==> config.mk <==
export PLATFORM = sky130hd
export DESIGN_NAME = dqpme_top
export DESIGN_NICKNAME = d
export VERILOG_FILES = /design/src/core/dqpme_pkg.sv /design/src/core/dqpme_top.sv /design/src/core/dqpme_trig_track.sv /design/src/core/dqpme_queue_port.sv
export SDC_FILE = /design/constraint.sdc
export NUM_CORES = 1
export LEC_CHECK = 0
export ABC_AREA = 1
export ABC_CLOCK_PERIOD_IN_PS = 37700
export BUFFER_PORTS_ARGS = -buffer_cell sky130_fd_sc_hd__buf_2
export CORE_AREA = 2 2 264 266
export CTS_CLUSTER_SIZE = 10
export DETAILED_ROUTE_END_ITERATION = 10
export DIE_AREA = 0 0 266 268
export GPL_TIMING_DRIVEN = 0
export PLACE_DENSITY = 0.56
export RECOVER_POWER = 100
export SYNTH_ARGS = -nofsm -noshare
export SYNTH_HDL_FRONTEND = slang
export SYNTH_SLANG_ARGS = --single-unit
export TNS_END_PERCENT = 5
==> constraint.sdc <==
create_clock -name clk -period 37.7 [get_ports clk]
set_input_delay 5.655 -clock clk [delete_from_list [all_inputs] [get_ports clk]]
set_output_delay 5.655 -clock clk [all_outputs]
set_load 0.01 [all_outputs]
==> src/core/dqpme_pkg.sv <==
//
// Contract
// - Queue zero priority in bits 2:0, reset zero
// - Queue one priority in bits 6:4, reset zero
// - Code zero highest priority, seven lowest
// - Queue priority drives its engine's arbitration
// - First error flag set from all clear raises error interrupt
// - Second event while pending sets missed flag
// - Manual, chain, hardware triggers tracked separately
// - Null entry or null request sets missed flag; only null_entry_hit is an input, no null request is detected
// - New flag interrupts only if all were clear
// - Low missed register: channels 0-31, read-only
// - Flag clears only by writing one to clear
// - High missed register: bit k is channel 32+k
// - Writing zero to clear register does nothing
// - Queue n feeds transfer engine n
`default_nettype none
package dqpme_pkg;
  // ----------------------------------------------------------------
  // Register offsets (byte addresses)
  // ----------------------------------------------------------------
  localparam logic [7:0] DQPME_OFF_QUEUE_PRIORITY = 8'h00;
  localparam logic [7:0] DQPME_OFF_MISSED_LOW = 8'h04;
  localparam logic [7:0] DQPME_OFF_MISSED_HIGH = 8'h08;
  localparam logic [7:0] DQPME_OFF_CLEAR_LOW = 8'h0C;
  localparam logic [7:0] DQPME_OFF_CLEAR_HIGH = 8'h10;
  localparam logic [7:0] DQPME_OFF_INT_STATUS = 8'h14;
  localparam logic [7:0] DQPME_OFF_INT_MASK = 8'h18;
  // ----------------------------------------------------------------
  // Field layout and reset values
  // ----------------------------------------------------------------
  localparam int DQPME_PRI_W = 3;
  localparam int DQPME_Q0_LSB = 0;
  localparam int DQPME_Q1_LSB = 4;
  localparam logic [2:0] DQPME_PRI_RESET = 3'h0;
  localparam logic [31:0] DQPME_QPRI_WMASK = 32'h0000_0077;
  localparam int DQPME_CHANNELS = 64;
  localparam int DQPME_HALF = 32;
  localparam int DQPME_INT_W = 2;
  localparam int DQPME_INT_ERROR = 0;
  localparam int DQPME_INT_MISSED = 1;
  localparam logic [1:0] DQPME_INT_RESET = 2'h0;
  localparam logic [31:0] DQPME_WORD_ZERO = 32'h0000_0000;
  // Bus answer state
  typedef enum logic [0:0] {
    DQPME_BUS_IDLE = 1'b0,
    DQPME_BUS_DONE = 1'b1
  } dqpme_bus_t;
endpackage
`default_nettype wire

==> src/core/dqpme_top.sv <==
`timescale 1ns/10ps
`default_nettype none
module dqpme_top #(
  parameter int TR_W = 32
) (
  input wire logic clk,
  input wire logic sys_rst,
  // APB slave
  input wire logic psel,
  input wire logic penable,
  input wire logic pwrite,
  input wire logic [7:0] paddr,
  input wire logic [31:0] pwdata,
  output logic [31:0] prdata,
  output logic pready,
  output logic pslverr,
  // Event sources, one bit per channel, one-cycle pulses
  input wire logic [63:0] manual_trigger_set,
  input wire logic [63:0] chain_trigger_pending,
  input wire logic [63:0] hardware_trigger_pending,
  input wire logic [63:0] manual_serviced,
  input wire logic [63:0] chain_serviced,
  input wire logic [63:0] hardware_serviced,
  input wire logic [63:0] null_entry_hit,
  // Other error registers of the controller, non-zero while any is set
  input wire logic other_error_flags,
  // Queue zero to transfer engine zero
  input wire logic queue_zero_valid,
  input wire logic [TR_W-1:0] queue_zero_request,
  output logic queue_zero_ready,
  output logic transfer_engine_zero_valid,
  output logic [TR_W-1:0] transfer_engine_zero_request,
  output logic [2:0] transfer_engine_zero_priority,
  input wire logic transfer_engine_zero_ready,
  // Queue one to transfer engine one
  input wire logic queue_one_valid,
  input wire logic [TR_W-1:0] queue_one_request,
  output logic queue_one_ready,
  output logic transfer_engine_one_valid,
  output logic [TR_W-1:0] transfer_engine_one_request,
  output logic [2:0] transfer_engine_one_priority,
  input wire logic transfer_engine_one_ready,
  // Interrupts
  output logic error_interrupt,
  output logic irq
);
  import dqpme_pkg::*;

  // ----------------------------------------------------------------
  // Register state
  // ----------------------------------------------------------------
  logic [2:0] queue_zero_priority_level_q;
  logic [2:0] queue_one_priority_level_q;
  logic [63:0] missed_q;
  logic [63:0] missed_d;
  logic [1:0] int_status_q;
  logic [1:0] int_status_d;
  logic [1:0] int_mask_q;
  logic error_interrupt_q;
  logic irq_q;
  logic [31:0] prdata_q;
  logic pslverr_q;
  dqpme_bus_t bus_q;
  dqpme_bus_t bus_d;

  // ----------------------------------------------------------------
  // APB decode
  // ----------------------------------------------------------------
  // Access is taken in the cycle that pready is already high
  wire access = psel & penable;
  wire commit = access & (bus_q == DQPME_BUS_DONE);
  wire wr_commit = commit & pwrite;
  wire hit_qpri = (paddr == DQPME_OFF_QUEUE_PRIORITY);
  wire hit_mlo = (paddr == DQPME_OFF_MISSED_LOW);
  wire hit_mhi = (paddr == DQPME_OFF_MISSED_HIGH);
  wire hit_clo = (paddr == DQPME_OFF_CLEAR_LOW);
  wire hit_chi = (paddr == DQPME_OFF_CLEAR_HIGH);
  wire hit_ist = (paddr == DQPME_OFF_INT_STATUS);
  wire hit_imk = (paddr == DQPME_OFF_INT_MASK);
  wire mapped = hit_qpri | hit_mlo | hit_mhi | hit_clo | hit_chi | hit_ist | hit_imk;
  wire wr_qpri = wr_commit & hit_qpri;
  wire wr_ist = wr_commit & hit_ist;
  wire wr_imk = wr_commit & hit_imk;
  wire [31:0] wmasked_qpri = pwdata & DQPME_QPRI_WMASK;
  // Clear vector: only ones written to a clear register act
  wire [63:0] clear_vec = {(wr_commit & hit_chi) ? pwdata : DQPME_WORD_ZERO,
                           (wr_commit & hit_clo) ? pwdata : DQPME_WORD_ZERO};

  // Read mux: reserved bits are zero, clear registers read zero
  wire [31:0] qpri_word = {25'h0, queue_one_priority_level_q, 1'b0,
                           queue_zero_priority_level_q};
  wire [31:0] rd_word =
      hit_qpri ? qpri_word :
      hit_mlo ? missed_q[DQPME_HALF-1:0] :
      hit_mhi ? missed_q[DQPME_CHANNELS-1:DQPME_HALF] :
      hit_ist ? {30'h0, int_status_q} :
      hit_imk ? {30'h0, int_mask_q} :
      DQPME_WORD_ZERO;

  // Bus answer sequencing: one wait state, then ready for one cycle
  assign bus_d = (access && bus_q == DQPME_BUS_IDLE) ? DQPME_BUS_DONE : DQPME_BUS_IDLE;

  // ----------------------------------------------------------------
  // Trigger tracking, one instance per trigger type
  // ----------------------------------------------------------------
  logic [63:0] man_miss;
  logic [63:0] chn_miss;
  logic [63:0] hw_miss;

  dqpme_trig_track #(.WIDTH(DQPME_CHANNELS)) u_track_manual (
    .clk(clk),
    .sys_rst(sys_rst),
    .trig(manual_trigger_set),
    .serviced(manual_serviced),
    .pending(),
    .missed(man_miss)
  );

  dqpme_trig_track #(.WIDTH(DQPME_CHANNELS)) u_track_chain (
    .clk(clk),
    .sys_rst(sys_rst),
    .trig(chain_trigger_pending),
    .serviced(chain_serviced),
    .pending(),
    .missed(chn_miss)
  );

  dqpme_trig_track #(.WIDTH(DQPME_CHANNELS)) u_track_hw (
    .clk(clk),
    .sys_rst(sys_rst),
    .trig(hardware_trigger_pending),
    .serviced(hardware_serviced),
    .pending(),
    .missed(hw_miss)
  );

  // ----------------------------------------------------------------
  // Missed-event flags
  // ----------------------------------------------------------------
  // Each type misses on its own; a null entry also counts as a miss
  wire [63:0] miss_set = man_miss | chn_miss | hw_miss | null_entry_hit;
  // Set wins over a clear written in the same cycle
  assign missed_d = (missed_q & ~clear_vec) | miss_set;
  wire new_flag = |(miss_set & ~missed_q);
  wire all_clear = ~(|missed_q) & ~other_error_flags;
  // Interrupt only when the error state starts from fully clear
  wire err_event = new_flag & all_clear;

  // Sticky interrupt status, cleared by writing one; set beats clear
  assign int_status_d = (int_status_q & ~(wr_ist ? pwdata[1:0] : 2'h0)) |
                        {|miss_set, err_event};

  // ----------------------------------------------------------------
  // Registers
  // ----------------------------------------------------------------
  // Queue priority fields, zero is the highest rank
  always_ff @(posedge clk or posedge sys_rst) begin
    if (sys_rst) begin
      queue_zero_priority_level_q <= DQPME_PRI_RESET;
      queue_one_priority_level_q <= DQPME_PRI_RESET;
    end else if (wr_qpri) begin
      queue_zero_priority_level_q <= wmasked_qpri[DQPME_Q0_LSB +: DQPME_PRI_W];
      queue_one_priority_level_q <= wmasked_qpri[DQPME_Q1_LSB +: DQPME_PRI_W];
    end
  end

  // Missed flags and error interrupt pulse
  always_ff @(posedge clk or posedge sys_rst) begin
    if (sys_rst) begin
      missed_q <= '0;
      error_interrupt_q <= 1'b0;
    end else begin
      missed_q <= missed_d;
      error_interrupt_q <= err_event;
    end
  end

  // Interrupt status, mask and level output
  always_ff @(posedge clk or posedge sys_rst) begin
    if (sys_rst) begin
      int_status_q <= DQPME_INT_RESET;
      int_mask_q <= DQPME_INT_RESET;
      irq_q <= 1'b0;
    end else begin
      int_status_q <= int_status_d;
      if (wr_imk) begin
        int_mask_q <= pwdata[1:0];
      end
      irq_q <= |(int_status_d & int_mask_q);
    end
  end

  // Bus answer registers
  always_ff @(posedge clk or posedge sys_rst) begin
    if (sys_rst) begin
      bus_q <= DQPME_BUS_IDLE;
      prdata_q <= DQPME_WORD_ZERO;
      pslverr_q <= 1'b0;
    end else begin
      bus_q <= bus_d;
      prdata_q <= (bus_d == DQPME_BUS_DONE && !pwrite) ? rd_word : DQPME_WORD_ZERO;
      pslverr_q <= (bus_d == DQPME_BUS_DONE) & ~mapped;
    end
  end

  assign pready = (bus_q == DQPME_BUS_DONE);
  assign prdata = prdata_q;
  assign pslverr = pslverr_q;
  assign error_interrupt = error_interrupt_q;
  assign irq = irq_q;

  // ----------------------------------------------------------------
  // Queue to engine paths
  // ----------------------------------------------------------------
  dqpme_queue_port #(.DATA_W(TR_W)) u_port_zero (
    .clk(clk),
    .sys_rst(sys_rst),
    .priority_level(queue_zero_priority_level_q),
    .in_valid(queue_zero_valid),
    .in_data(queue_zero_request),
    .in_ready(queue_zero_ready),
    .out_valid(transfer_engine_zero_valid),
    .out_data(transfer_engine_zero_request),
    .out_priority(transfer_engine_zero_priority),
    .out_ready(transfer_engine_zero_ready)
  );

  dqpme_queue_port #(.DATA_W(TR_W)) u_port_one (
    .clk(clk),
    .sys_rst(sys_rst),
    .priority_level(queue_one_priority_level_q),
    .in_valid(queue_one_valid),
    .in_data(queue_one_request),
    .in_ready(queue_one_ready),
    .out_valid(transfer_engine_one_valid),
    .out_data(transfer_engine_one_request),
    .out_priority(transfer_engine_one_priority),
    .out_ready(transfer_engine_one_ready)
  );
endmodule // dqpme_top
`default_nettype wire

==> src/core/dqpme_trig_track.sv <==
`timescale 1ns/10ps
`default_nettype none
module dqpme_trig_track #(
  parameter int WIDTH = 64
) (
  input wire logic clk,
  input wire logic sys_rst,
  input wire logic [WIDTH-1:0] trig,
  input wire logic [WIDTH-1:0] serviced,
  output logic [WIDTH-1:0] pending,
  output logic [WIDTH-1:0] missed
);
  logic [WIDTH-1:0] pending_q;
  logic [WIDTH-1:0] pending_d;

  // A new trigger while the previous one is still waiting is a miss
  assign missed = trig & pending_q & ~serviced;
  assign pending_d = (pending_q & ~serviced) | trig;
  assign pending = pending_q;

  // Pending state for one trigger type
  always_ff @(posedge clk or posedge sys_rst) begin
    if (sys_rst) begin
      pending_q <= '0;
    end else begin
      pending_q <= pending_d;
    end
  end
endmodule // dqpme_trig_track
`default_nettype wire

==> src/core/dqpme_queue_port.sv <==
`timescale 1ns/10ps
`default_nettype none
module dqpme_queue_port #(
  parameter int DATA_W = 32
) (
  input wire logic clk,
  input wire logic sys_rst,
  input wire logic [2:0] priority_level,
  input wire logic in_valid,
  input wire logic [DATA_W-1:0] in_data,
  output logic in_ready,
  output logic out_valid,
  output logic [DATA_W-1:0] out_data,
  output logic [2:0] out_priority,
  input wire logic out_ready
);
  logic valid_q;
  logic empty_q;
  logic [DATA_W-1:0] data_q;
  logic [2:0] pri_q;
  wire take = in_valid & empty_q;
  wire drain = valid_q & out_ready;

  assign in_ready = empty_q;
  assign out_valid = valid_q;
  assign out_data = data_q;
  assign out_priority = pri_q;

  // One-entry slot from queue to its own engine
  always_ff @(posedge clk or posedge sys_rst) begin
    if (sys_rst) begin
      valid_q <= 1'b0;
      empty_q <= 1'b1;
      data_q <= '0;
      pri_q <= 3'h0;
    end else begin
      pri_q <= priority_level;
      if (take) begin
        valid_q <= 1'b1;
        empty_q <= 1'b0;
        data_q <= in_data;
      end else if (drain) begin
        valid_q <= 1'b0;
        empty_q <= 1'b1;
      end
    end
  end
endmodule // dqpme_queue_port
`default_nettype wire

==> impl_metrics.csv <==
group,metric,value,unit
outcome,status,"complete, but fails checks",
outcome,violations,"capacitance limit, slew limit",
floorplan,rows,96,
clock_tree,h-tree-depth,2,
setup_path,path_max_fanout,118,
setup_path,criticalPathCategory,"in -> async",
routing,vias,14650,
yosys,syn_area_per_cell,9.286,um^2
setup_path,required,37210,ps
floorplan,start_util,24.53,%
routing,wire_per_inst,17.21,um
timing,hold_viol_final,0,
clock_tree,cts.sinks,376,
job,drv_cap,4,
finish,area_delta_synth_final,33.33,%
power_and_ir_drop,power.density,49.14,mW/mm^2
min_path,whs_path_depth,0,
timing,rsz0062_at_grt,"no",
clock_tree,cts_tree,"built",
floorplan,coreArea,0.06823,mm^2
clock_tree,hold_buffers,0,
routing,drt_drc_violations_left,0,
floorplan,die_h,268,um
timing,fin_setup_tns,0,ps
power_and_ir_drop,p_comb_share,17.1,%
min_path,hold_class,"reg -> reg",
clock_tree,cts_buffer_depth,3,
power_and_ir_drop,intPower,792.9,uW
grt,grt_pass1_vias,14770,
grt,antenna_found_initial,13,
placement,port_buffers,671,
timing,finClkSkew,13.20,ps
clock_tree,worstSkewPairLatency,570,ps
power_and_ir_drop,p_sw,303.4,uW
placement,hpwl,48.19,mm
finish,final_cell_mix,"535 x buf_2, 374 x dfrtp_1, 327 x nand2_1",
power_and_ir_drop,p_leak,11.55,nW
finish,fillerInstances,7300,
yosys,synth-seq-cells,376,
grt,grt_max_degree,119,
finish,utilization,32.70,%
timing,period_minus_slack,16140,ps
clock_tree,postCtsSetupBuffers,0,
power_and_ir_drop,vdd.ir_drop.worst,0.02842,mV
floorplan,io_pins,672,
clock_tree,clock-root-buffer,"clkbuf_16",
placement,globalplace.congestion,0.8018,
setup_path,rrSetupSlack,35070,ps
yosys,synth_nets,2364,
setup_path,r2r-start,"pready",
finish,drive_gt1_share,26.43,%
routing,wl,59.26,mm
floorplan,die-width,266,um
yosys,yosysWarnings,0,
finish,fin_cells,3444,
yosys,syn_area,0.01673,mm^2
placement,dp_cells,3358,
yosys,syn_inst,1802,
routing,via_per_inst,4.254,
power_and_ir_drop,p_sw_share,27.67,%
power_and_ir_drop,p_clk_share,39.0,%
timing,period_share,42.82,%
timing,fmax,61.94,MHz
timing,worst_pin_slew,6285,ps
finish,nNetsFinal,3088,
timing,slew_headroom,-319.0,%
routing,dr.pass1.iters,5,
finish,layout_commonest_cell,"buf_2",
grt,gr-total-overflow,0,
grt,grtUsageTotal,16.16,%
routing,ant_nets,0,
min_path,hold_end,"u_port_one.out_priority[2]",
clock_tree,cts_made_buffers,48,
grt,grt_first_pass_wirelength,86.40,mm
clock_tree,clkTransAtPathRegs,50,ps
yosys,yosysSeqAreaShare,56.24,%
timing,setup_viol,0,
setup_path,r2r-end,"prdata[20]",
routing,drt-initial-drc-count,671,
setup_path,end_kind,"async pin",
setup_path,crit_arrival,15650,ps
power_and_ir_drop,pwr-share-seq,43.9,%
floorplan,die-area,0.07129,mm^2
yosys,synth_cell_types,28,
setup_path,startpoint_type,"primary input",
timing,slew_viol_final,383,
clock_tree,cts_resized,0,
setup_path,reg2reg_depth,4,
min_path,min_from,"queue_one_priority_level_q[2]",
synthesized netlist by cell type:
master	count	area share, %
a21o_1	165	7.4
a21oi_1	28	0.84
a41oi_1	2	0.10
and3b_1	1	0.052
buf_2	5	0.15
buf_4	4	0.18
buf_6	3	0.20
clkbuf_1	9	0.20
dfrtp_1	374	56
dfstp_2	2	0.31
inv_1	278	6.2
inv_2	2	0.045
mux2_2	64	4.3
nand2_1	325	7.3
nand2_2	2	0.075
nand3_1	149	4.5
nand3b_1	2	0.090
nand4_1	21	0.79
nor2_1	191	4.3
nor2_4	1	0.067
nor3_1	6	0.18
nor4_1	17	0.64
nor4_4	2	0.25
o21ai_0	57	1.7
o21ai_1	6	0.18
o21ai_2	30	1.6
o21bai_1	50	2.2
or2_2	6	0.22
cell type report:
cell class | count | area (um^2) | share of cell area [%]
clock buffer | 70 | 1375 | 6.163
buffer | 21 | 87.58 | 0.3926
inverter | 280 | 1052 | 4.716
timing repair buffer | 674 | 3194 | 14.32
tap | 882 | 1104 | 4.946
antenna | 8 | 20.02 | 0.08973
sequential | 376 | 9412 | 42.18
multi-input combinational | 1125 | 6005 | 26.91
clock inverter | 8 | 62.56 | 0.2804
power by group through the flow:
stage          Clock, mW  Sequential (mW)  Combinational (mW)
2_1_floorplan          0            0.504              0.0855
3_5_place_dp           0            0.487               0.204
6_report           0.427            0.482               0.188
4_1_cts            0.447            0.480               0.205
3_3_place_gp           0            0.486               0.201
5_1_grt            0.462            0.487               0.210
registers in the layout (all words and copies together), names as in the netlist, 32 cells and up:
register and flops:
u_port_one.out_data 32, u_track_manual.pending 64, u_track_hw.pending 64, missed_q 64
u_port_zero.out_data 32, prdata 32, u_track_chain.pending 64
through the flow:
stage	setup WS, ps	power (mW)	hold WS [ps]	instance area [um^2]
global placement	16250	0.6873	392.3	21200
CTS	30320	1.132	412.9	22720
floorplan	21600	0.5895	369.3	16730
finish	21560	1.096	413.5	22310
global route	19030	1.160	429.8	22310
detailed placement	29700	0.6917	399.3	21290
layer usage:
metal  vias to the layer above  part of all wire, %  global-route usage, %
li1                       7289                    -                      -
met1                      6754                   40                  18.59
met2                       504                   49                  28.54
met3                        99                  7.9                  4.747
met4                         6                  3.0                  5.724
met5                         -                0.062                      0
cells by family after synthesis:
kind of cell,synth area share [%]
AOI/OAI and AO/OA,14.04
buffers and inverters,7.014
DFF,56.24
muxes,4.307
and+or+nand+nor,18.39
worst max-delay path, cell delays in order:
cell,delay (ps)
buf_2,100
clkinvlp_2,1490
clkbuf_1,4460
clkbuf_1,3670
worst max path at each step:
stage                                    from  slack, ps  cells after the start                    endpoint
final                                 sys_rst      21560                      4  u_track_manual.pending[27]
after global routing                  sys_rst      19030                      4  u_track_manual.pending[26]
after CTS                 manual_serviced[23]      30320                     12                         irq
after detailed placement  manual_serviced[23]      29700                     12                         irq
after global placement                sys_rst      16250                      2   u_track_chain.pending[23]
after floorplan                       sys_rst      21600                      1             error_interrupt
(Power assumes the default switching activity.)
